`config.mk`:
```
export PLATFORM = sky130hd
export DESIGN_NAME = tid_top
export DESIGN_NICKNAME = d
export VERILOG_FILES = /design/src/include/tid_pkg.sv /design/src/tid_top.sv /design/src/tid_sync.sv /design/src/tid_debounce.sv
export SDC_FILE = /design/constraint.sdc
export NUM_CORES = 1
export LEC_CHECK = 0
export BUFFER_PORTS_ARGS = -buffer_cell sky130_fd_sc_hd__clkbuf_2
export CORE_UTILIZATION = 50
export DETAILED_ROUTE_END_ITERATION = 10
export PLACE_DENSITY = 0.77
export SKIP_LAST_GASP = 1
export SYNTH_ARGS = -nofsm -noshare
export SYNTH_HDL_FRONTEND = slang
export SYNTH_SLANG_ARGS = --single-unit
```
`constraint.sdc`:
```
create_clock -name i_sys_clk -period 4.1 [get_ports i_sys_clk]
set_input_delay 0.82 -clock i_sys_clk [delete_from_list [all_inputs] [get_ports i_sys_clk]]
set_output_delay 0.82 -clock i_sys_clk [all_outputs]
set_load 0.05 [all_outputs]
```
`src/include/tid_pkg.sv`:
```
// tid_pkg: shared constants for the tachometer input conditioning block
package tid_pkg;
  // ----------------------------------------------------------------
  // register map
  // ----------------------------------------------------------------
  localparam logic [7:0] CTRL_A_OFS = 8'h00;
  localparam logic [7:0] CTRL_B_OFS = 8'h04;
  localparam logic [7:0] CTRL_C_OFS = 8'h08;
  localparam logic [7:0] CTRL_D_OFS = 8'h0C;
  localparam logic [7:0] SCAN_OFS = 8'h10;
  localparam logic [7:0] STATUS_OFS = 8'h14;

  // ----------------------------------------------------------------
  // channel control, scan and status fields
  // ----------------------------------------------------------------
  localparam int CPL_BIT = 0;
  localparam int INV_BIT = 1;
  localparam int MODE_LSB = 2;
  localparam int IVL_LSB = 4;
  localparam int THR_LSB = 8;
  localparam int SCAN_SEL_LSB = 0;
  localparam int SCAN_GAIN_LSB = 8;
  localparam int STAT_IN_LSB = 4;

  // threshold code: step 100 mV from -12.5 V, 0 V in the middle
  localparam int THR_MIN_MV = -12500;
  localparam int THR_MAX_MV = 12500;
  localparam int THR_STEP_MV = 100;
  localparam logic [7:0] THR_MAX_CODE = 8'((THR_MAX_MV - THR_MIN_MV) / THR_STEP_MV);
  localparam logic [7:0] THR_RST = 8'((0 - THR_MIN_MV) / THR_STEP_MV);
  localparam logic [31:0] CTRL_RST = {16'h0000, THR_RST, 8'h01};
  localparam logic [31:0] SCAN_RST = 32'h00000000;

  typedef enum logic [1:0] {
    TID_MODE_AFTER = 2'b00,
    TID_MODE_BEFORE = 2'b01,
    TID_MODE_BYPASS = 2'b11,
    TID_MODE_BYPASS2 = 2'b10
  } tid_mode_t;

  // ----------------------------------------------------------------
  // debounce intervals, ns, and their cycle counts at 200 MHz
  // ----------------------------------------------------------------
  localparam int CLK_PERIOD_NS = 5;
  localparam int CNT_W = 23;
  localparam int IVL_NS [16] = '{0, 500, 1000, 2000, 5000, 10000, 20000, 50000,
    100000, 200000, 500000, 1000000, 2000000, 5000000, 10000000, 25500000};
  function automatic logic [16*CNT_W-1:0] tid_pack_cycles();
    logic [16*CNT_W-1:0] v;
    v = '0;
    for (int i = 0; i < 16; i++) begin
      v[i*CNT_W +: CNT_W] = CNT_W'(IVL_NS[i] / CLK_PERIOD_NS);
    end
    return v;
  endfunction : tid_pack_cycles
  localparam logic [16*CNT_W-1:0] IVL_CYCLES = tid_pack_cycles();

  // ----------------------------------------------------------------
  // bus answers
  // ----------------------------------------------------------------
  localparam logic [1:0] RESP_OKAY = 2'b00;
  localparam logic [1:0] RESP_SLVERR = 2'b10;
endpackage : tid_pkg

```
`src/tid_top.sv`:
```
// tid_top: four-channel tachometer input conditioning with AXI4-Lite registers
// Operation
// Four channels, each with its own independent comparator, coupling, polarity, debounce.
// Per-channel coupling select: DC direct, AC through 1 Hz high-pass.
// Threshold code spans -12.5 V to +12.5 V in 100 mV steps.
// Per-channel polarity select may invert comparator output before debounce.
// Bypass ignores the interval and passes the polarity-selected signal straight on.
// Sixteen selectable intervals, applied in both debounce modes.
// Intervals range 500 ns to 25.5 ms, plus a no-delay choice.
// Settle-then-pass: output changes only after input held the level for interval.
// Pass-then-hold: edge passes at once if input was stable beforehand.
// Pass-then-hold: after a change, edges ignored until input stable again.
// Comparator-side waveform is gain adjusted and muxed into the acquisition scan.
// Accepted edges clock the channel's counter module.
// Comparator output double-synchronised; stability timer restarts on each change.
// Four-bit interval field: one code no delay, others fixed cycle counts.
//
// Decided for this implementation: the AXI4-Lite register port and the register offsets.
`timescale 1ns/100ps
`default_nettype none
module tid_top #(
  parameter int NUM_CH = 4,
  parameter logic [16*tid_pkg::CNT_W-1:0] P_IVL_CYCLES = tid_pkg::IVL_CYCLES
) (
  input wire logic i_sys_clk,
  input wire logic i_rst_n,
  // AXI4-Lite slave
  input wire logic [7:0] i_s_axi_awaddr,
  input wire logic i_s_axi_awvalid,
  output logic o_s_axi_awready,
  input wire logic [31:0] i_s_axi_wdata,
  input wire logic [3:0] i_s_axi_wstrb,
  input wire logic i_s_axi_wvalid,
  output logic o_s_axi_wready,
  output logic [1:0] o_s_axi_bresp,
  output logic o_s_axi_bvalid,
  input wire logic i_s_axi_bready,
  input wire logic [7:0] i_s_axi_araddr,
  input wire logic i_s_axi_arvalid,
  output logic o_s_axi_arready,
  output logic [31:0] o_s_axi_rdata,
  output logic [1:0] o_s_axi_rresp,
  output logic o_s_axi_rvalid,
  input wire logic i_s_axi_rready,
  // comparator outputs of each channel
  input wire logic i_speed_pulse_input_a,
  input wire logic i_speed_pulse_input_b,
  input wire logic i_speed_pulse_input_c,
  input wire logic i_speed_pulse_input_d,
  // analog front-end controls
  output logic [3:0] o_coupling_ac,
  output logic [7:0] o_threshold_a,
  output logic [7:0] o_threshold_b,
  output logic [7:0] o_threshold_c,
  output logic [7:0] o_threshold_d,
  output logic [1:0] o_scan_sel,
  output logic [3:0] o_scan_gain,
  // cleaned pulses to the counter modules
  output logic [3:0] o_counter_clk
);
  localparam int CW = tid_pkg::CNT_W;

  // ----------------------------------------------------------------
  // helpers
  // ----------------------------------------------------------------

  // merge write data into a register by byte lanes
  function automatic logic [31:0] merge_bytes(input logic [31:0] old,
                                              input logic [31:0] data,
                                              input logic [3:0] strb);
    logic [31:0] v;
    v = old;
    for (int b = 0; b < 4; b++) begin
      if (strb[b]) begin
        v[b*8 +: 8] = data[b*8 +: 8];
      end
    end
    return v;
  endfunction : merge_bytes

  // map a byte address onto a channel index, or flag it as no channel
  function automatic logic [2:0] ctrl_index(input logic [7:0] addr);
    case (addr)
      tid_pkg::CTRL_A_OFS: ctrl_index = 3'h0;
      tid_pkg::CTRL_B_OFS: ctrl_index = 3'h1;
      tid_pkg::CTRL_C_OFS: ctrl_index = 3'h2;
      tid_pkg::CTRL_D_OFS: ctrl_index = 3'h3;
      default: ctrl_index = 3'h4;
    endcase
  endfunction : ctrl_index

  // clamp a threshold code to the usable span
  function automatic logic [7:0] clamp_thr(input logic [7:0] code);
    clamp_thr = (code > tid_pkg::THR_MAX_CODE) ? tid_pkg::THR_MAX_CODE : code;
  endfunction : clamp_thr

  // ----------------------------------------------------------------
  // register storage
  // ----------------------------------------------------------------
  logic [31:0] ctrl [NUM_CH];
  logic [31:0] scan_reg;
  logic [3:0] sync_in;
  logic [3:0] clean;

  // ----------------------------------------------------------------
  // AXI4-Lite write path
  // ----------------------------------------------------------------
  logic aw_held;
  logic w_held;
  logic [7:0] aw_addr;
  logic [31:0] w_data;
  logic [3:0] w_strb;
  logic do_write;
  logic [7:0] wr_addr;
  logic [31:0] wr_data;
  logic [3:0] wr_strb;
  logic [2:0] wr_idx;

  // address and data are taken independently, in either order
  always_ff @(posedge i_sys_clk) begin
    if (!i_rst_n) begin
      o_s_axi_awready <= 1'b0;
      aw_held <= 1'b0;
      aw_addr <= 8'h00;
    end else begin
      o_s_axi_awready <= 1'b0;
      if (o_s_axi_awready && i_s_axi_awvalid) begin
        aw_held <= 1'b1;
        aw_addr <= i_s_axi_awaddr;
        o_s_axi_awready <= 1'b0;
      end else if (do_write) begin
        aw_held <= 1'b0;
      end
      if (!aw_held && !o_s_axi_awready && !o_s_axi_bvalid && i_s_axi_awvalid) begin
        o_s_axi_awready <= 1'b1;
      end
    end
  end

  always_ff @(posedge i_sys_clk) begin
    if (!i_rst_n) begin
      o_s_axi_wready <= 1'b0;
      w_held <= 1'b0;
      w_data <= 32'h00000000;
      w_strb <= 4'h0;
    end else begin
      o_s_axi_wready <= 1'b0;
      if (o_s_axi_wready && i_s_axi_wvalid) begin
        w_held <= 1'b1;
        w_data <= i_s_axi_wdata;
        w_strb <= i_s_axi_wstrb;
      end else if (do_write) begin
        w_held <= 1'b0;
      end else if (!w_held && !o_s_axi_bvalid && i_s_axi_wvalid) begin
        o_s_axi_wready <= 1'b1;
      end
    end
  end

  assign do_write = aw_held && w_held && !o_s_axi_bvalid;
  assign wr_addr = aw_addr;
  assign wr_data = w_data;
  assign wr_strb = w_strb;
  assign wr_idx = ctrl_index(wr_addr);

  // write response follows both halves
  always_ff @(posedge i_sys_clk) begin
    if (!i_rst_n) begin
      o_s_axi_bvalid <= 1'b0;
      o_s_axi_bresp <= tid_pkg::RESP_OKAY;
    end else if (do_write) begin
      o_s_axi_bvalid <= 1'b1;
      o_s_axi_bresp <= (wr_idx != 3'h4 || wr_addr == tid_pkg::SCAN_OFS) ?
                       tid_pkg::RESP_OKAY : tid_pkg::RESP_SLVERR;
    end else if (i_s_axi_bready) begin
      o_s_axi_bvalid <= 1'b0;
    end
  end

  // per-channel control registers, independent of each other
  generate
    for (genvar c = 0; c < NUM_CH; c++) begin : g_ctrl
      always_ff @(posedge i_sys_clk) begin
        if (!i_rst_n) begin
          ctrl[c] <= tid_pkg::CTRL_RST;
        end else if (do_write && wr_idx == 3'(c)) begin
          ctrl[c] <= merge_bytes(ctrl[c], wr_data, wr_strb);
        end
      end
    end
  endgenerate

  // scan multiplexer control
  always_ff @(posedge i_sys_clk) begin
    if (!i_rst_n) begin
      scan_reg <= tid_pkg::SCAN_RST;
    end else if (do_write && wr_addr == tid_pkg::SCAN_OFS) begin
      scan_reg <= merge_bytes(scan_reg, wr_data, wr_strb);
    end
  end

  // ----------------------------------------------------------------
  // AXI4-Lite read path
  // ----------------------------------------------------------------
  logic [2:0] rd_idx;
  assign rd_idx = ctrl_index(i_s_axi_araddr);

  // one read at a time, answered the cycle after the address is taken
  always_ff @(posedge i_sys_clk) begin
    if (!i_rst_n) begin
      o_s_axi_arready <= 1'b0;
      o_s_axi_rvalid <= 1'b0;
      o_s_axi_rdata <= 32'h00000000;
      o_s_axi_rresp <= tid_pkg::RESP_OKAY;
    end else begin
      o_s_axi_arready <= 1'b0;
      if (o_s_axi_arready && i_s_axi_arvalid) begin
        o_s_axi_rvalid <= 1'b1;
        o_s_axi_rresp <= tid_pkg::RESP_OKAY;
        if (rd_idx != 3'h4) begin
          o_s_axi_rdata <= ctrl[rd_idx[1:0]];
        end else if (i_s_axi_araddr == tid_pkg::SCAN_OFS) begin
          o_s_axi_rdata <= scan_reg;
        end else if (i_s_axi_araddr == tid_pkg::STATUS_OFS) begin
          o_s_axi_rdata <= {24'h000000, sync_in, o_counter_clk};
        end else begin
          o_s_axi_rdata <= 32'h00000000;
          o_s_axi_rresp <= tid_pkg::RESP_SLVERR;
        end
      end else if (o_s_axi_rvalid) begin
        if (i_s_axi_rready) begin
          o_s_axi_rvalid <= 1'b0;
        end
      end else if (i_s_axi_arvalid) begin
        o_s_axi_arready <= 1'b1;
      end
    end
  end

  // ----------------------------------------------------------------
  // analog front-end controls
  // ----------------------------------------------------------------

  // coupling, threshold and scan selection driven from registers
  always_ff @(posedge i_sys_clk) begin
    if (!i_rst_n) begin
      o_coupling_ac <= {NUM_CH{tid_pkg::CTRL_RST[tid_pkg::CPL_BIT]}};
      o_threshold_a <= tid_pkg::THR_RST;
      o_threshold_b <= tid_pkg::THR_RST;
      o_threshold_c <= tid_pkg::THR_RST;
      o_threshold_d <= tid_pkg::THR_RST;
      o_scan_sel <= 2'h0;
      o_scan_gain <= 4'h0;
    end else begin
      for (int c = 0; c < NUM_CH; c++) begin
        o_coupling_ac[c] <= ctrl[c][tid_pkg::CPL_BIT];
      end
      o_threshold_a <= clamp_thr(ctrl[0][tid_pkg::THR_LSB +: 8]);
      o_threshold_b <= clamp_thr(ctrl[1][tid_pkg::THR_LSB +: 8]);
      o_threshold_c <= clamp_thr(ctrl[2][tid_pkg::THR_LSB +: 8]);
      o_threshold_d <= clamp_thr(ctrl[3][tid_pkg::THR_LSB +: 8]);
      o_scan_sel <= scan_reg[tid_pkg::SCAN_SEL_LSB +: 2];
      o_scan_gain <= scan_reg[tid_pkg::SCAN_GAIN_LSB +: 4];
    end
  end

  // ----------------------------------------------------------------
  // pulse path: synchronise, invert, debounce
  // ----------------------------------------------------------------
  tid_sync #(
    .WIDTH(4)
  ) u_sync (
    .i_sys_clk(i_sys_clk),
    .i_rst_n(i_rst_n),
    .i_async({i_speed_pulse_input_d, i_speed_pulse_input_c,
              i_speed_pulse_input_b, i_speed_pulse_input_a}),
    .o_sync(sync_in)
  );

  generate
    for (genvar c = 0; c < NUM_CH; c++) begin : g_ch
      logic pol_level;
      logic [3:0] ivl_code;
      logic [CW-1:0] limit;
      assign pol_level = sync_in[c] ^ ctrl[c][tid_pkg::INV_BIT];
      assign ivl_code = ctrl[c][tid_pkg::IVL_LSB +: 4];
      assign limit = P_IVL_CYCLES[ivl_code*CW +: CW];

      tid_debounce #(
        .CNT_W(CW)
      ) u_deb (
        .i_sys_clk(i_sys_clk),
        .i_rst_n(i_rst_n),
        .i_level(pol_level),
        .i_mode(ctrl[c][tid_pkg::MODE_LSB +: 2]),
        .i_limit(limit),
        .o_level(clean[c])
      );
    end
  endgenerate

  // accepted edges clock the counter modules
  always_ff @(posedge i_sys_clk) begin
    if (!i_rst_n) begin
      o_counter_clk <= 4'h0;
    end else begin
      o_counter_clk <= clean;
    end
  end
endmodule : tid_top
`default_nettype wire

```
`src/tid_sync.sv`:
```
// tid_sync: two-stage synchroniser for asynchronous levels
`timescale 1ns/100ps
`default_nettype none
module tid_sync #(
  parameter int WIDTH = 4
) (
  input wire logic i_sys_clk,
  input wire logic i_rst_n,
  input wire logic [WIDTH-1:0] i_async,
  output logic [WIDTH-1:0] o_sync
);
  logic [WIDTH-1:0] meta;

  // first stage feeds only the second stage
  always_ff @(posedge i_sys_clk) begin
    if (!i_rst_n) begin
      meta <= '0;
      o_sync <= '0;
    end else begin
      meta <= i_async;
      o_sync <= meta;
    end
  end
endmodule : tid_sync
`default_nettype wire

```
`src/tid_debounce.sv`:
```
// tid_debounce: one channel of settle-then-pass / pass-then-hold debounce
`timescale 1ns/100ps
`default_nettype none
module tid_debounce #(
  parameter int CNT_W = 23
) (
  input wire logic i_sys_clk,
  input wire logic i_rst_n,
  input wire logic i_level,
  input wire logic [1:0] i_mode,
  input wire logic [CNT_W-1:0] i_limit,
  output logic o_level
);
  logic prev;
  logic [CNT_W-1:0] held;
  logic stable;
  logic changed;

  assign changed = (i_level != prev);
  assign stable = (held >= i_limit);

  // count cycles since the input last changed, saturating at the limit
  always_ff @(posedge i_sys_clk) begin
    if (!i_rst_n) begin
      prev <= 1'b0;
      held <= '0;
    end else begin
      prev <= i_level;
      if (changed) begin
        held <= CNT_W'(1);
      end else if (!stable) begin
        held <= held + CNT_W'(1);
      end
    end
  end

  // output decision per mode
  always_ff @(posedge i_sys_clk) begin
    if (!i_rst_n) begin
      o_level <= 1'b0;
    end else begin
      case (i_mode)
        tid_pkg::TID_MODE_AFTER: begin
          if (i_limit == '0) begin
            o_level <= i_level;
          end else if (!changed && stable && i_level != o_level) begin
            o_level <= i_level;
          end
        end
        tid_pkg::TID_MODE_BEFORE: begin
          if (i_limit == '0) begin
            o_level <= i_level;
          end else if (changed && stable) begin
            o_level <= i_level;
          end else if (!changed && stable && i_level != o_level) begin
            o_level <= i_level;
          end
        end
        default: begin
          o_level <= i_level;
        end
      endcase
    end
  end
endmodule : tid_debounce
`default_nettype wire

```
Word-level counts from Yosys, hierarchy flattened
Memories as Yosys holds them, arrays and structs flattened.
Index checks and enable logic that the tools add are counted.
{"block": "op_classes", "bitwise": 9, "reduce_logical": 64, "n_mul": 4, "n_div": 0, "n_eq_ne": 30, "order_cmp": 8, "n_mux": 117, "shifts": 4, "n_addsub": 4}
{"operator": "$shiftx A368 B10 Y23 const A", "count": 4}
{"operator": "$mux W8", "count": 53}
{"operator": "$mux W32", "count": 6}
{"operator": "$add A23 B1 Y23 const B", "count": 4}
{"operator": "$ge A23 B23 Y1", "count": 4}
{"operator": "$logic_not A23 Y1", "count": 4}
{"operator": "$mux W1", "count": 48}
{"operator": "$mul A4 B5 Y9 const B", "count": 4}
{"operator": "$eq A8 B4 Y1 const B", "count": 4}
{"operator": "$gt A8 B8 Y1 const B", "count": 4}
{"operator": "$logic_and A1 B1 Y1", "count": 27}
{"operator": "$eq A8 B5 Y1 const B", "count": 3}
{"operator": "$pmux W3 S4", "count": 2}
{"operator": "$eq A8 B3 Y1 const B", "count": 2}
{"operator": "$logic_not A8 Y1", "count": 2}
{"operator": "$reduce_or A2 Y1", "count": 8}
{"operator": "$eq A2 B1 Y1 const B", "count": 4}
{"operator": "$logic_not A1 Y1", "count": 8}
{"operator": "$logic_not A2 Y1", "count": 4}
{"operator": "$mux W2", "count": 4}
{"operator": "$ne A1 B1 Y1", "count": 8}
{"operator": "$ne A2 B2 Y1 const B", "count": 4}
{"operator": "$pmux W1 S2", "count": 4}
{"operator": "$reduce_and A2 Y1", "count": 4}
{"operator": "10 further kinds", "count": 21}
{"block": "word_totals", "mem_count": 1, "reg_bits": 273, "mem_bits_rw": 128, "out_inout_bits": 87, "latchBits": 0, "romBits": 0}
{"name": "ctrl", "depth": 4, "width": 32, "rd": 5, "rd_clocked_by_memory_dff": 0, "wr": 4, "line_no": "tid_top.sv:100", "text": "logic [31:0] ctrl [NUM_CH];"}

Logic depth before layout (Yosys ltp)
An unclocked memory read counts as a cell.
{"block": "depth", "ltp_word": 10, "ltp_mapped": 15, "ltp_nobuf": 13}

Modules after synthesis
From an unflattened synthesis, not the netlist that was laid out.
{"block": "unflattened", "cells_unflattened": 2214, "area_unflattened_um2": 20611.0}
{"mod": "tid_top", "n_inst": 1, "cells_each": 1250, "seq_area_each_um2": 7106.8, "area_each_um2": 12833.6}
{"mod": "tid_debounce", "n_inst": 4, "cells_each": 237, "seq_area_each_um2": 500.5, "area_each_um2": 1891.8}
{"mod": "tid_sync", "n_inst": 1, "cells_each": 16, "seq_area_each_um2": 160.2, "area_each_um2": 210.2}

Worst setup path before layout
Ideal clock, no wire load.
{"block": "synth_path", "path_kind": "register -> register", "start": "memory ctrl[3][6]", "end": "register g_ch[3].u_deb.held[11]", "period_less_slack_ps": 3372, "t_arrival_ps": 3252, "path_buffers": 3, "stages_incl_launch_ff": 14, "path_slack_ps": 728, "path_cell_list": "edfxtp_1 > clkbuf_1 > clkbuf_1 > nand2_1 > o21ai_0 > nand2_1 > ha_1 > a21o_1 > a221o_1 > a221oi_2 > o211ai_2 > buf_2 > nor4_1 > mux2_2"}
{"item": "from (decl)", "line_no": "tid_top.sv:100"}
{"item": "to (signal assigned)", "line_no": "tid_debounce.sv:32", "text": "held <= held + CNT_W'(1);"}
{"item": "to (decl)", "line_no": "tid_debounce.sv:15", "text": "logic [CNT_W-1:0] held;"}

==> impl_metrics.csv <==
group,metric,value,unit
detailed_routing,viasPerCell,5.910,
placement,post-place-ws,0.2660,ns
yosys,netlist.area_leader.share,27.72,%
detailed_routing,wirelength,50.45,mm
finish,drive_gt1_share,13.92,%
timing,post-route-period-util,93.02,%
yosys,synth.ff_latch_count,399,
timing,tightest_slew,1.098,ns
setup_path,crit_type,"reg -> reg",
timing,drv_slew,0,
job,max_cap_viol_count,0,
yosys,synthCells,2053,
detailed_routing,wl_met3,3.356,mm
yosys,synthDistinctLibCells,67,
clock_tree,path_clk_slew,0.06,ns
die,initial_utilization,50.64,%
detailed_routing,drcViolationCount,0,
power_and_ir_drop,leakage,8.404,nW
yosys,yosysSeqAreaShare,47.36,%
finish,syn_to_final_growth,13.14,%
clock_tree,ctsHoldBuffers,0,
die,chipHeight,199.8,um
die,die_w,199.8,um
run_status,status,"finished clean",
yosys,synth_edf_count,128,
yosys,synthTopCellsByArea,"dfxtp_1 28%, edfxtp_1 20%, ha_1 7.4%, nand2_1 5.3%, a21oi_1 4.8%",
finish,final_util,57.30,%
detailed_routing,ant_nets,0,
die,row_count,72,
setup_path,startpoint_type,"flip-flop",
die,die_area,0.03994,mm^2
clock_tree,root_buffer,"clkbuf_16",
clock_tree,h-tree-depth,2,
detailed_routing,firstDrtPassIters,5,
setup_path,end_kind,"flip-flop",
placement,dp_hpwl,35.38,mm
detailed_routing,wl_met1,20.89,mm
grt,grt_overflow,0,
clock_tree,clock_latency,0.55,ns
timing,skew,0.01008,ns
yosys,synth-warning-count,0,
grt,grtUsageTotal,25.09,%
timing,hold_violations,0,
yosys,ys.flop_type,"dfxtp_1",
detailed_routing,dr_wl_met2,24.06,mm
yosys,ys_async_sr_fraction,0,%
hold_path,hp-class,"reg -> reg",
timing,setup_viol,0,
clock_tree,numCtsBuffers,42,
timing,max_freq,0.2622,GHz
grt,grt_antenna_before_repair,1,
clock_tree,cts_buffer_depth,3,
finish,most-common-layout-cells,"278 x nand2_1, 271 x dfxtp_1, 186 x a21oi_1",
grt,grt_max_degree,84,
die,core_area,0.03865,mm^2
detailed_routing,avgRoutedWirePerCell,18.62,um
finish,antenna_cells,0,
power_and_ir_drop,power_density,394.3,mW/mm^2
power_and_ir_drop,ir_drop,0.3401,mV
grt,grt_pass1_wl,79.00,mm
timing,setup-tns-final,0,ns
timing,fin_crit,3.814,ns
die,ioPinCount,150,
detailed_routing,drt-initial-drc-count,1211,
yosys,syn_avg_cell_area,9.533,um^2
detailed_routing,maxUsedRoutingLayer,"met5",
setup_path,cp.arrival,4.27,ns
finish,final_common_cell,"nand2_1",
placement,io_buffers,147,
clock_tree,cts_num_sinks,399,
grt,grt_pass1_vias,14960,
timing,rsz0062_at_grt,"no",
clock_tree,cts_tree,"done",
timing,max_slew_margin,26.82,%
finish,largest-register,"ctrl",
finish,layout.nets,2337,
finish,largest_register_ffs,128,
detailed_routing,vias,16010,
setup_path,crit_required,4.56,ns
yosys,synth_top_cell_by_area,"dfxtp_1",
yosys,netlist_area,0.01957,mm^2
placement,gp_congestion,0.8937,
timing,fin_ws,0.2863,ns
power_and_ir_drop,total_power,0.008732,W
setup_path,crit_path_max_fanout,14,
finish,top_regs,"ctrl: 128 flops, g_ch.u_deb.held: 92 flops",
through the flow:
step,area [um^2],instances,hold WS (ns)
floorplan,19580,2054,0.4079
global placement,20740,2631,0.4214
detailed placement,20740,2631,0.4255
CTS,22130,2708,0.4298
global route,22140,2709,0.4446
finish,22140,2709,0.4395
critical path, stage by stage (launching register included):
cell and delay, ns:
edfxtp_1 0.50, inv_1 0.23, ha_1 0.32, inv_1 0.06, mux4_2 0.48, ha_1 0.21
a21oi_1 0.14, o21ai_0 0.10, a221oi_1 0.43, o211ai_2 0.32, buf_4 0.29, or4_1 0.50
a21oi_1 0.15
metal layers:
| layer | vias up | global-route usage [%] |
|---|---|---|
| met3 | 136 | 4.049 |
| met5 | - | 0 |
| met4 | 2 | 11.68 |
| met1 | 7629 | 31.98 |
| li1 | 7614 | - |
| met2 | 630 | 41.77 |
cell usage after synthesis, types with 9 or more instances:
cell / count
a21oi_1: 186
o211ai_1: 22
nor2b_1: 20
a221oi_1: 27
o21ai_0: 99
mux2i_1: 18
mux4_2: 34
or3_1: 42
nand2_1: 278
nand4_1: 31
nor4_1: 9
or4_1: 27
dfxtp_1: 271
ha_1: 116
edfxtp_1: 128
clkbuf_1: 97
nand3_1: 88
inv_1: 45
and3_1: 39
buf_2: 14
nor3_1: 36
and2_1: 117
xnor2_1: 10
o31ai_1: 22
nor2_1: 94
nand2b_1: 65
timing repair:
action | in CTS | in global routing
buffers inserted | 0 | 0
setup endpoints to repair | 0 | 13
resized for setup | 0 | 1
final timing paths:
| kind | from | endpoint | slack [ns] | cells past startpoint |
|---|---|---|---|---|
| max reg2reg | ctrl[3][4]$_SDFFCE_PN0P_ | g_ch[3].u_deb.held[5]$_SDFFE_PP0P_ | 0.29 | 12 |
| min reg2reg | u_sync.meta[2]$_SDFF_PN0_ | u_sync.o_sync[2]$_SDFF_PN0_ | 0.44 | 1 |
| min | u_sync.meta[2]$_SDFF_PN0_ | u_sync.o_sync[2]$_SDFF_PN0_ | 0.44 | 1 |
| max | ctrl[3][4]$_SDFFCE_PN0P_ | g_ch[3].u_deb.held[5]$_SDFFE_PP0P_ | 0.29 | 12 |
where the power goes:
group	switching, W	internal [W]	total, W	leakage, nW
registers	0.0000911	0.00416	0.00425	3.42
clock network	0.00158	0.00228	0.00385	0.670
logic	0.000419	0.000206	0.000625	4.31
total	0.00209	0.00665	0.00873	8.40
layout make-up:
| class | instances | area [um^2] |
|---|---|---|
| tap | 518 | 648.1 |
| sequential | 399 | 9269 |
| timing repair buffer | 180 | 983.4 |
| clock inverter | 17 | 200.2 |
| inverter | 45 | 171.4 |
| multi-input combinational | 1490 | 9682 |
| clock buffer | 60 | 1190 |
| fill | 3215 | 16500 |
logic make-up after synthesis:
| family | count (synthesis) | share of synthesized area (%) |
|---|---|---|
| and+or+nand+nor | 880 | 23.09 |
| AOI/OAI and AO/OA | 415 | 12.82 |
| DFF | 399 | 47.36 |
| buffers and inverters | 166 | 3.312 |
| adders and majority gates | 116 | 7.416 |
| muxes | 58 | 5.178 |
| xor gates and xnor gates | 18 | 0.8055 |
| other | 1 | 0.01916 |
Note: power is estimated with default switching activity, not from simulation.
